==> config.mk <==
export PLATFORM = sky130hd
export DESIGN_NAME = csia_core
export DESIGN_NICKNAME = d
export VERILOG_FILES = /design/src/core/csia_pkg.sv /design/src/core/csia_core.sv
export VERILOG_INCLUDE_DIRS = /design/src /design/src/core
export SDC_FILE = /design/constraint.sdc
export NUM_CORES = 1
export LEC_CHECK = 0
export CAP_MARGIN = 20
export CORE_MARGIN = 5
export CORE_UTILIZATION = 55
export DETAILED_ROUTE_END_ITERATION = 16
export DONT_BUFFER_PORTS = 1
export PLACE_DENSITY_LB_ADDON = 0.2
export RECOVER_POWER = 50
export SLEW_MARGIN = 0
export SYNTH_ARGS = -nofsm -noshare
export SYNTH_HDL_FRONTEND = slang
export SYNTH_SLANG_ARGS = --single-unit
==> constraint.sdc <==
create_clock -name ref_clk_in -period 7.2 [get_ports ref_clk_in]
set_clock_uncertainty 0.15 [all_clocks]
set_input_delay 1.08 -clock ref_clk_in [delete_from_list [all_inputs] [get_ports ref_clk_in]]
set_output_delay 1.08 -clock ref_clk_in [all_outputs]
set_load 0.01 [all_outputs]
==> src/core/csia_consts.svh <==
/*
  Constants for the core stack and indexed addressing support block.
  Assumes inclusion by the package, the core module, the checker and the bench.
*/
// Contract
// - with fault reset enabled, full or underflow sets its flag then resets device
// - with fault reset disabled, full or underflow sets flag only, no reset
// - overflow and underflow flags stay set until software clear or power-on reset
// - push increments pointer and writes program counter into new top entry
// - pop decrements pointer, previous pushed value becomes top of stack
// - top entry readable and writable through upper, high and low bytes
// - one-level shadow captures status, working, bank select on every interrupt vector
// - fast interrupt return restores status, working and bank select from shadow
// - shadow restore keeps watchdog-expired and power-down status bits unchanged
// - fast call saves three registers to shadow, fast return restores them
// - high priority entry overwrites low priority shadow values, no nesting guard
// - indirect read of another indirect port through a pointer returns zero
// - indirect write of another indirect port through a pointer does nothing
// - writing pointer pair through its own virtual ports stores value unmodified; the code flags this for pointer pair two only
// - indexed literal offset needs extended set, access bank forced, address up to 5fh
// - indexed mode adds file address offset to pointer pair two
// - bank bit one or address 60h and above uses normal addressing
// - extended set leaves pointer pairs zero and one indirect addressing unchanged
// - inherent and literal instructions unaffected by extended set
`ifndef CSIA_CONSTS_SVH
`define CSIA_CONSTS_SVH
`define CSIA_STACK_DEPTH      31
`define CSIA_PTR_W            5
`define CSIA_PC_W             21
`define CSIA_IDX_LIMIT        8'h5f
`define CSIA_STATUS_TO_BIT    4
`define CSIA_STATUS_PD_BIT    3
`define CSIA_IND0_ADDR        12'hfef
`define CSIA_IND1_ADDR        12'hfe7
`define CSIA_IND2_ADDR        12'hfdf
`define CSIA_POST_DECREMENT_PORT_TWO_ADDR    12'hfdd
`define CSIA_POSTINC2_ADDR    12'hfde
`define CSIA_PREINC2_ADDR     12'hfdc
`define CSIA_PLUSW2_ADDR      12'hfdb
`endif

==> src/core/csia_pkg.sv <==
/*
  Types for the core stack and indexed addressing support block.
  Assumes the constants header is available on the include path.
*/
`include "csia_consts.svh"
package csia_pkg;
  typedef enum logic [1:0] {
    CSIA_FR_NONE = 2'b00,
    CSIA_FR_SAVE = 2'b01,
    CSIA_FR_LOAD = 2'b10
  } csia_fast_op_t;
endpackage

==> src/core/csia_core.sv <==
/*
  Return stack, shadow register stack, indirect port corner cases and
  indexed literal offset address generation for an 8-bit core.
  Assumes one instruction strobe per cycle from the core sequencer.
*/
`timescale 1ns/1ps
`default_nettype none
`include "csia_consts.svh"
module csia_core
  import csia_pkg::*;
(
  input  wire logic                   ref_clk_in,
  input  wire logic                   reset_n_in,
  input  wire logic                   por_in,
  input  wire logic                   stack_fault_reset_enable_in,
  input  wire logic                   extended_isa_enable_in,
  input  wire logic                   push_in,
  input  wire logic                   pop_in,
  input  wire logic [`CSIA_PC_W-1:0]  pc_in,
  input  wire logic                   tos_wr_upper_in,
  input  wire logic                   tos_wr_high_in,
  input  wire logic                   tos_wr_low_in,
  input  wire logic [7:0]             tos_wdata_in,
  input  wire logic                   flag_clr_full_in,
  input  wire logic                   flag_clr_underflow_in,
  input  wire logic                   int_vector_in,
  input  wire logic                   fast_call_in,
  input  wire logic                   fast_return_in,
  input  wire logic [7:0]             status_in,
  input  wire logic [7:0]             working_register_in,
  input  wire logic [7:0]             bank_select_register_in,
  input  wire logic                   mem_access_in,
  input  wire logic                   direct_in,
  input  wire logic                   access_bit_in,
  input  wire logic [7:0]             file_addr_in,
  input  wire logic [15:0]            pointer_pair_two_in,
  input  wire logic [1:0]             ind_sel_in,
  input  wire logic [15:0]            ind_ptr_in,
  input  wire logic                   ind_write_in,
  input  wire logic [7:0]             ind_rdata_in,
  output logic [`CSIA_PC_W-1:0]       top_of_stack_out,
  output logic [`CSIA_PTR_W-1:0]      stack_ptr_out,
  output logic                        stack_full_flag_out,
  output logic                        stack_underflow_flag_out,
  output logic                        stack_reset_req_out,
  output logic                        restore_valid_out,
  output logic [7:0]                  status_out,
  output logic [7:0]                  working_register_out,
  output logic [7:0]                  bank_select_register_out,
  output logic [15:0]                 operand_addr_out,
  output logic                        indexed_out,
  output logic                        ind_write_en_out,
  output logic [7:0]                  ind_rdata_out,
  output logic                        ptr_raw_write_out
);

  // ----------------------------------------------------------------
  // functions
  // ----------------------------------------------------------------
  function automatic logic is_ind_port(input logic [11:0] a);
    is_ind_port = (a == `CSIA_IND0_ADDR) || (a == `CSIA_IND1_ADDR) || (a == `CSIA_IND2_ADDR);
  endfunction

  function automatic logic is_ptr2_port(input logic [11:0] a);
    is_ptr2_port = (a == `CSIA_IND2_ADDR) || (a == `CSIA_POST_DECREMENT_PORT_TWO_ADDR) || (a == `CSIA_POSTINC2_ADDR)
                   || (a == `CSIA_PREINC2_ADDR) || (a == `CSIA_PLUSW2_ADDR);
  endfunction

  // ----------------------------------------------------------------
  // return stack
  // ----------------------------------------------------------------
  logic [`CSIA_PC_W-1:0]  stack_mem [1:`CSIA_STACK_DEPTH];
  logic [`CSIA_PTR_W-1:0] sp;
  logic                   full_flag;
  logic                   unf_flag;
  wire logic              stack_full   = (sp == `CSIA_PTR_W'(`CSIA_STACK_DEPTH));
  wire logic              stack_empty  = (sp == '0);
  wire logic              push_ok      = push_in && !stack_full;
  wire logic              pop_ok       = pop_in && !push_in && !stack_empty;
  wire logic              full_event   = push_in && stack_full;
  wire logic              unf_event    = pop_in && !push_in && stack_empty;
  wire logic [`CSIA_PTR_W-1:0] next_sp = push_ok ? sp + 1'b1 : (pop_ok ? sp - 1'b1 : sp);
  wire logic [`CSIA_PC_W-1:0]  tos_cur = stack_empty ? '0 : stack_mem[sp];

  always_ff @(posedge ref_clk_in or negedge reset_n_in)
  begin
    if (!reset_n_in)
      sp <= '0;
    else
      sp <= next_sp;
  end

  always_ff @(posedge ref_clk_in)
  begin
    if (push_ok)
      stack_mem[sp + 1'b1] <= pc_in;
    else if (!stack_empty)
    begin
      if (tos_wr_upper_in)
        stack_mem[sp][`CSIA_PC_W-1:16] <= tos_wdata_in[`CSIA_PC_W-17:0];
      if (tos_wr_high_in)
        stack_mem[sp][15:8] <= tos_wdata_in;
      if (tos_wr_low_in)
        stack_mem[sp][7:0] <= tos_wdata_in;
    end
  end

  // ----------------------------------------------------------------
  // fault flags: event wins over software clear
  // ----------------------------------------------------------------
  always_ff @(posedge ref_clk_in or negedge reset_n_in)
  begin
    if (!reset_n_in)
    begin
      full_flag <= 1'b0;
      unf_flag  <= 1'b0;
    end
    else if (por_in)
    begin
      full_flag <= 1'b0;
      unf_flag  <= 1'b0;
    end
    else
    begin
      full_flag <= full_event | (full_flag & ~flag_clr_full_in);
      unf_flag  <= unf_event | (unf_flag & ~flag_clr_underflow_in);
    end
  end

  // reset request follows the flag by one cycle
  logic fault_d;
  always_ff @(posedge ref_clk_in or negedge reset_n_in)
  begin
    if (!reset_n_in)
    begin
      fault_d             <= 1'b0;
      stack_reset_req_out <= 1'b0;
    end
    else
    begin
      fault_d             <= (full_event | unf_event) & stack_fault_reset_enable_in;
      stack_reset_req_out <= fault_d;
    end
  end

  always_ff @(posedge ref_clk_in or negedge reset_n_in)
  begin
    if (!reset_n_in)
    begin
      stack_ptr_out            <= '0;
      top_of_stack_out         <= '0;
      stack_full_flag_out      <= 1'b0;
      stack_underflow_flag_out <= 1'b0;
    end
    else
    begin
      stack_ptr_out            <= sp;
      top_of_stack_out         <= tos_cur;
      stack_full_flag_out      <= full_flag;
      stack_underflow_flag_out <= unf_flag;
    end
  end

  // ----------------------------------------------------------------
  // shadow register stack
  // ----------------------------------------------------------------
  logic [7:0] sh_status;
  logic [7:0] sh_work;
  logic [7:0] sh_bank;
  wire csia_fast_op_t fast_op = (int_vector_in || fast_call_in) ? CSIA_FR_SAVE
                              : (fast_return_in ? CSIA_FR_LOAD : CSIA_FR_NONE);
  wire logic [7:0] keep_mask  = (8'h01 << `CSIA_STATUS_TO_BIT) | (8'h01 << `CSIA_STATUS_PD_BIT);
  wire logic [7:0] next_status = (sh_status & ~keep_mask) | (status_in & keep_mask);

  always_ff @(posedge ref_clk_in or negedge reset_n_in)
  begin
    if (!reset_n_in)
    begin
      sh_status <= '0;
      sh_work   <= '0;
      sh_bank   <= '0;
    end
    else if (fast_op == CSIA_FR_SAVE)
    begin
      sh_status <= status_in;
      sh_work   <= working_register_in;
      sh_bank   <= bank_select_register_in;
    end
  end

  always_ff @(posedge ref_clk_in or negedge reset_n_in)
  begin
    if (!reset_n_in)
    begin
      restore_valid_out        <= 1'b0;
      status_out               <= '0;
      working_register_out     <= '0;
      bank_select_register_out <= '0;
    end
    else
    begin
      restore_valid_out <= (fast_op == CSIA_FR_LOAD);
      if (fast_op == CSIA_FR_LOAD)
      begin
        status_out               <= next_status;
        working_register_out     <= sh_work;
        bank_select_register_out <= sh_bank;
      end
    end
  end

  // ----------------------------------------------------------------
  // operand address: indexed literal offset vs normal
  // ----------------------------------------------------------------
  wire logic use_indexed = extended_isa_enable_in && mem_access_in && direct_in
                           && !access_bit_in && (file_addr_in <= `CSIA_IDX_LIMIT);
  wire logic [15:0] idx_addr  = pointer_pair_two_in + {8'h00, file_addr_in};
  wire logic [15:0] acc_addr  = (file_addr_in > `CSIA_IDX_LIMIT) ? {8'h0f, file_addr_in} : {8'h00, file_addr_in};
  wire logic [15:0] norm_addr = access_bit_in ? {bank_select_register_in, file_addr_in} : acc_addr;
  wire logic [15:0] sel_addr  = !direct_in ? ind_ptr_in : (use_indexed ? idx_addr : norm_addr);

  // ----------------------------------------------------------------
  // indirect port corner cases
  // ----------------------------------------------------------------
  wire logic ind_active = mem_access_in && !direct_in;
  wire logic ind_nested = ind_active && is_ind_port(ind_ptr_in[11:0]);
  wire logic ptr_self   = ind_active && ind_write_in && (ind_sel_in == 2'd2)
                          && is_ptr2_port(ind_ptr_in[11:0]);

  always_ff @(posedge ref_clk_in or negedge reset_n_in)
  begin
    if (!reset_n_in)
    begin
      operand_addr_out  <= '0;
      indexed_out       <= 1'b0;
      ind_write_en_out  <= 1'b0;
      ind_rdata_out     <= '0;
      ptr_raw_write_out <= 1'b0;
    end
    else
    begin
      operand_addr_out  <= sel_addr;
      indexed_out       <= use_indexed;
      ind_write_en_out  <= mem_access_in && ind_write_in && !ind_nested;
      ind_rdata_out     <= ind_nested ? 8'h00 : ind_rdata_in;
      ptr_raw_write_out <= ptr_self;
    end
  end

endmodule
`default_nettype wire

==> impl_metrics.py, run 1 <==
metrics = {
    "run_status": {
        "status": "finished with violations",
        "violations": "capacitance limit, slew limit",
    },
    "critical_path": {
        "crit_type": "flop to flop",
        "r2r-start": "sp[2]$_DFFE_PN0P_",
        "arrival_ns": 6.22,
        "end_kind": "flop",
        "crit_start": "sp[2]$_DFFE_PN0P_",
        "cp.required_ns": 7.20,
        "startpoint_type": "flop",
        "path_max_fanout": 63,
    },
    "global_routing": {
        "grt_pass1_vias": 16009,
        "grt_usage_pct": 24.4,
        "grt_max_degree": 111,
        "grt-ovfl-total": 0,
        "antenna_found_initial": 11,
        "grt_first_pass_wirelength_mm": 108,
    },
    "layout": {
        "syn_to_final_growth_pct": 10.8,
        "nFillCells": 3766,
        "drive_above_1_share_pct": 18.3,
        "regArea_um2": 22300,
        "multiInputGateArea_um2": 7390,
        "fin_nets": 1855,
    },
    "yosys": {
        "synth_top_cell_by_area": "edfxtp_1",
        "yosys.area.top_type_share_pct": 64.7,
        "synth_edf_count": 651,
        "synth_flop_cell": "edfxtp_1",
        "yosysMostFrequentCell": "edfxtp_1",
        "ys_top_cells_by_area": "edfxtp_1 65%, mux4_2 9.5%, dfrtp_1 9.2%",
        "synth-warning-count": 0,
        "syn_area_um2": 30200,
        "ys_types": 63,
        "synth_common_cells": "651 x edfxtp_1, 145 x nor2_1, 128 x mux4_2",
        "syn_avg_cell_area_um2": 17.8,
        "synth_seq_cells": 762,
        "async_flop_share_pct": 14.6,
        "synthCells": 1695,
        "seq_area_frac_synth_pct": 73.9,
        "syn-num-nets": 1830,
    },
    "sta": {
        "finalHoldViolations": 0,
        "fin_crit_ns": 6.22,
        "fin_ws_ns": 0.983,
        "fmax_mhz": 161,
        "slew_viol_final": 660,
        "setup_viol": 0,
        "min_period_over_period_pct": 86.3,
        "relSlewSlack_pct": -104,
        "rsz0062_at_grt": "false",
        "setup_tns_ns": 0,
        "worstMarginPinSlew_ns": 3.06,
    },
    "detailed_routing": {
        "wire_per_inst_um": 29.6,
        "firstDrtPassIters": 5,
        "wirelength_mm": 73.5,
        "drc": 0,
        "ant_nets": 0,
        "drt_iter0_markers": 1733,
        "via_per_inst": 6.51,
        "vias": 16147,
    },
    "cts": {
        "cts_sinks": 762,
        "cts_tree": "built",
        "cts.clk_slew.worst_paths_ns": 0.06,
        "cts.path.max_buffers": 3,
        "h-tree-depth": 3,
        "numCtsBuffers": 76,
        "clk_latency_ns": 0.61,
        "cts_root_buffer": "clkbuf_16",
    },
    "power": {
        "irDropWorstVdd_v": 0.000232,
        "swShare_pct": 32.3,
        "p_int_mw": 9.34,
        "power.clock.fraction_pct": 29.1,
        "p_sw_mw": 4.46,
        "pwr-share-comb_pct": 27.7,
        "p_leak_nw": 11.3,
        "powerDensity_nw_per_um2": 413,
        "p_seq_share_pct": 43.2,
    },
    "place": {
        "dpl.hpwl_mm": 48.0,
        "place_ws_ns": 1.71,
        "io_buffers": 0,
        "routabilityCongestion": 0.921,
    },
    "die": {
        "rows": 85,
        "pin_count": 203,
        "die_x_um": 244,
        "dieArea_um2": 59700,
        "die_y_um": 244,
        "core_um2": 54100,
        "start_util_pct": 55.8,
    },
    "hold_path": {
        "hold_class": "flop to flop",
        "min-delay-start": "fault_d$_DFF_PN0_",
    },
    "job": {
        "cap_viol_max_count": 18,
    },
}
==> path summary, 6_finish.rpt <==
path	end	slack, ns	cells after the start
max	stack_mem[5][4]$_DFFE_PP_	0.98	7
min	stack_reset_req_out$_DFF_PN0_	0.21	0
max reg2reg	stack_mem[5][4]$_DFFE_PP_	0.98	7
min reg2reg	stack_reset_req_out$_DFF_PN0_	0.21	0
max in group asynchronous	sp[0]$_DFFE_PN0P_	6.16	1
min in group asynchronous	operand_addr_out[6]$_DFF_PN0_	0.29	1
==> cell type report <==
class,count,area share [%]
inverter,8,0.0897
clock buffer,103,6.54
multi-input combinational,835,22.1
sequential,762,66.7
antenna,5,0.0374
clock inverter,35,1.11
timing repair buffer,37,0.796
tap,696,2.60
==> stage by stage <==
stage	std cells	instance area [µm²]	utilization (%)	hold slack, ns	power (mW)
after floorplan	1695	30200	-	0.181	8.51
after global placement	2333	30900	57.0	0.187	9.74
after detailed placement	2334	30900	57.1	0.199	9.81
after CTS	2474	33500	61.9	0.211	13.8
after global routing	2478	33500	61.8	0.221	14.3
final	2481	33500	61.8	0.211	13.8
==> metal layers <==
layer	track usage (%)	up-vias	share of wire, %
met1	34.1	8316	39
met5	0	-	0.12
li1	-	6773	-
met4	7.22	14	2.9
met2	39.1	892	48
met3	5.68	152	9.4
==> power groups by stage <==
stage	logic [mW]	registers, mW	clock network [mW]
floorplan	2.71	5.80	0
global placement	3.71	6.03	0
detailed placement	3.77	6.04	0
CTS	3.79	5.96	4.08
global route	4.05	6.02	4.26
finish	3.83	5.96	4.01
==> critical path: stages (launching register included) <==
cell      delay, ns
dfrtp_2        0.35
clkbuf_1       2.15
nor4b_4       -0.02
buf_4          0.36
nor3_2         0.87
nand2_1        0.41
nand2_1        0.19
clkbuf_1       1.28
==> state kept, by name, summed over array words and instances, names as in the netlist, 6 cells and up <==
signal and flops:
bank_select_register_out 8, sh_bank 8, sh_work 8, operand_addr_out 16, top_of_stack_out 21, sh_status 6, working_register_out 8, stack_mem 651
ind_rdata_out 8, status_out 8
==> kinds of logic (layout without fill, tap and decap cells) <==
| family | Yosys count | in the layout | share of synthesized area (%) |
|---|---|---|---|
| other | 0 | 5 | 0 |
| AOI/OAI and AO/OA | 252 | 252 | 5.53 |
| and+or+nand+nor | 318 | 318 | 4.55 |
| muxes | 235 | 235 | 13.3 |
| adders and majority gates | 13 | 13 | 0.564 |
| xor gates and xnor gates | 17 | 17 | 0.543 |
| buffers and inverters | 98 | 183 | 1.58 |
| DFF | 762 | 762 | 73.9 |
==> repair_timing <==
item                                   in CTS  in global routing
endpoints found under the hold margin     110                  0
gates resized for setup                     0                  0
hold buffers                                2                  0
buffers inserted                            0                  0
==> placed cells by master (no fill, tap or decap), types with 9 or more instances in the layout <==
| master | instances |
|---|---|
| nor2_1 | 144 |
| xor2_1 | 9 |
| o21ai_0 | 26 |
| nand2_1 | 107 |
| clkbuf_1 | 33 |
| mux4_2 | 128 |
| buf_4 | 13 |
| nor2b_1 | 15 |
| dfrtp_1 | 109 |
| clkinv_2 | 14 |
| ha_1 | 12 |
| a21oi_1 | 76 |
| o221ai_1 | 20 |
| o22ai_1 | 20 |
| a22oi_1 | 20 |
| mux2_2 | 46 |
| mux2i_1 | 61 |
| clkbuf_16 | 81 |
| a211oi_1 | 49 |
| edfxtp_1 | 651 |
No activity file was read; power rests on OpenSTA's default activity.
==> run 2, diff against run 1 <==
--- a/config.mk
+++ b/config.mk
@@ -7,7 +7,6 @@
 export NUM_CORES = 1
 export LEC_CHECK = 0
 export CAP_MARGIN = 20
-export CORE_MARGIN = 5
 export CORE_UTILIZATION = 55
 export DETAILED_ROUTE_END_ITERATION = 16
 export DONT_BUFFER_PORTS = 1
==> impl_metrics.py, run 2 (synthesis gave the netlist of run 1 again) <==
metrics = {
    "critical_path": {
        "cp_slowest_cell": "dfrtp_1",
        "crit_type": "flop to flop",
        "r2r_end": "top_of_stack_out[7]$_DFF_PN0_",
        "cp.required_ns": 7.47,
        "r2r_setup_slack_ns": 1.27,
        "critPathBufInv": 2,
        "crit_chain": "buf_4 -> clkbuf_2 -> mux4_2 -> a22o_1 -> a221oi_1 -> a211oi_1",
        "max_stage_delay_ns": 1.81,
        "end_kind": "flop",
        "r2r_cells": 6,
        "arrival_ns": 6.21,
        "startpoint_type": "flop",
        "r2r-start": "sp[1]$_DFFE_PN0P_",
        "path_max_fanout": 66,
        "critPathTopFamily": "buffers and inverters",
    },
    "cts": {
        "cts_root_buffer": "clkbuf_16",
        "cts.path.max_buffers": 3,
        "numCtsBuffers": 77,
        "cts.clk_slew.worst_paths_ns": 0.07,
        "cts_tree": "built",
        "h-tree-depth": 3,
        "cts_sinks": 762,
        "clk_latency_ns": 0.62,
    },
    "sta": {
        "setup_tns_ns": 0,
        "fin_crit_ns": 5.93,
        "finalHoldViolations": 0,
        "worstMarginPinSlew_ns": 2.21,
        "slew_viol_final": 251,
        "fmax_mhz": 169,
        "min_period_over_period_pct": 82.4,
        "setup_viol": 0,
        "rsz0062_at_grt": "false",
        "relSlewSlack_pct": -47.3,
    },
    "detailed_routing": {
        "ant_nets": 0,
        "via_per_inst": 6.45,
        "drc": 0,
        "wirelength_mm": 72.0,
        "drt_iter0_markers": 2359,
        "wire_per_inst_um": 29.0,
        "vias": 16044,
        "firstDrtPassIters": 5,
    },
    "power": {
        "p_leak_nw": 11.3,
        "irDropWorstVdd_v": 0.000319,
        "p_int_mw": 9.40,
        "p_seq_share_pct": 42.4,
        "powerDensity_nw_per_um2": 413,
        "p_sw_mw": 4.48,
        "power.clock.fraction_pct": 29.5,
        "pwr-share-comb_pct": 28.1,
        "swShare_pct": 32.3,
        "power_mw": 13.9,
    },
    "place": {
        "io_buffers": 0,
        "routabilityCongestion": 0.936,
        "dpl.hpwl_mm": 47.2,
        "place_area_um2": 31000,
        "placedCellCount": 2329,
    },
    "hold_path": {
        "min-delay-start": "fault_d$_DFF_PN0_",
        "whs_path_depth": 0,
        "min_to": "stack_reset_req_out$_DFF_PN0_",
        "hold_class": "flop to flop",
    },
    "die": {
        "core_um2": 54000,
        "pin_count": 203,
        "dieArea_um2": 55800,
        "rows": 85,
        "die_y_um": 236,
        "start_util_pct": 55.9,
        "die_x_um": 236,
    },
    "global_routing": {
        "grt-ovfl-total": 0,
        "grt_pass1_vias": 15904,
        "grt_usage_pct": 26.2,
        "grt_first_pass_wirelength_mm": 106,
        "antenna_found_initial": 8,
        "grt_max_degree": 121,
    },
    "layout": {
        "utilization_pct": 62.1,
        "largest-register": "stack_mem",
        "largest_reg_flops": 651,
        "final_common_cell": "edfxtp_1",
        "nFillCells": 3784,
        "mostFrequentLayoutCells": "651 x edfxtp_1, 144 x nor2_1, 128 x mux4_2",
        "fin_nets": 1856,
        "syn_to_final_growth_pct": 11.2,
        "drive_above_1_share_pct": 17.9,
        "stdcell_area_um2": 33600,
        "largestRegisters": "stack_mem (651), top_of_stack_out (21), operand_addr_out (16)",
        "stdcell_count": 2487,
    },
    "job": {
        "cap_viol_max_count": 7,
    },
    "run_status": {
        "violations": "capacitance limit, slew limit",
        "status": "finished with violations",
    },
}
run 2: layout make-up:
type | count | area (µm²) | share of cell area, %
clock inverters | 42 | 485 | 1.45
clock buffers | 101 | 2120 | 6.32
multi-input cells | 835 | 7390 | 22.0
repair buffers | 37 | 324 | 0.965
flip-flops and latches | 762 | 22300 | 66.5
well taps | 696 | 871 | 2.59
diodes | 6 | 15.0 | 0.0447
inverters | 8 | 30.0 | 0.0894
run 2: metal layers:
layer | global-route usage [%] | part of all wire, % | wire (µm) | vias to the layer above
li1 | - | - | - | 6793
met4 | 10.0 | 3.3 | 2370 | 6
met5 | 0 | 0.057 | 41 | -
met2 | 42.2 | 49 | 35300 | 827
met3 | 5.06 | 8.4 | 6020 | 142
met1 | 35.7 | 39 | 28300 | 8276
run 2: worst register-to-register path, stage by stage (launching register included):
cell	delay (ns)
dfrtp_1	1.81
buf_4	0.91
clkbuf_2	1.29
mux4_2	0.52
a22o_1	0.27
a221oi_1	0.53
a211oi_1	0.25
run 2: worst max path at each step:
| stage | start | cells after the start | to |
|---|---|---|---|
| 2_1_floorplan | sp[1]$_DFFE_PN0P_ | 13 | stack_mem[13][0]$_DFFE_PP_ |
| 3_3_place_gp | sp[0]$_DFFE_PN0P_ | 11 | stack_mem[18][13]$_DFFE_PP_ |
| 3_5_place_dp | sp[0]$_DFFE_PN0P_ | 11 | stack_mem[22][11]$_DFFE_PP_ |
| 4_1_cts | sp[0]$_DFFE_PN0P_ | 11 | stack_mem[22][11]$_DFFE_PP_ |
| 5_1_grt | sp[1]$_DFFE_PN0P_ | 8 | stack_mem[2][11]$_DFFE_PP_ |
| 6_report | sp[1]$_DFFE_PN0P_ | 6 | top_of_stack_out[7]$_DFF_PN0_ |
run 2: repair_timing:
action,in CTS,in global routing
setup buffers,0,0
hold buffers,1,0
resized for setup,0,0
endpoints found under the hold margin,111,0
endpoints found under the setup margin,0,0
run 2: per-stage QoR:
step | hold WS, ns | setup WS, ns
floorplan | 0.181 | 3.72
global placement | 0.196 | 2.28
global route | 0.218 | 0.913
CTS | 0.207 | 2.09
finish | 0.205 | 1.27
detailed placement | 0.194 | 2.10
run 2: power groups by stage:
stage                     clock (mW)  combinational (mW)  sequential (mW)
after global placement             0                3.74             5.97
after global routing            4.32                4.12             5.93
final                           4.09                3.89             5.89
after detailed placement           0                3.86             5.98
after floorplan                    0                2.71             5.80
after CTS                       4.15                3.88             5.89
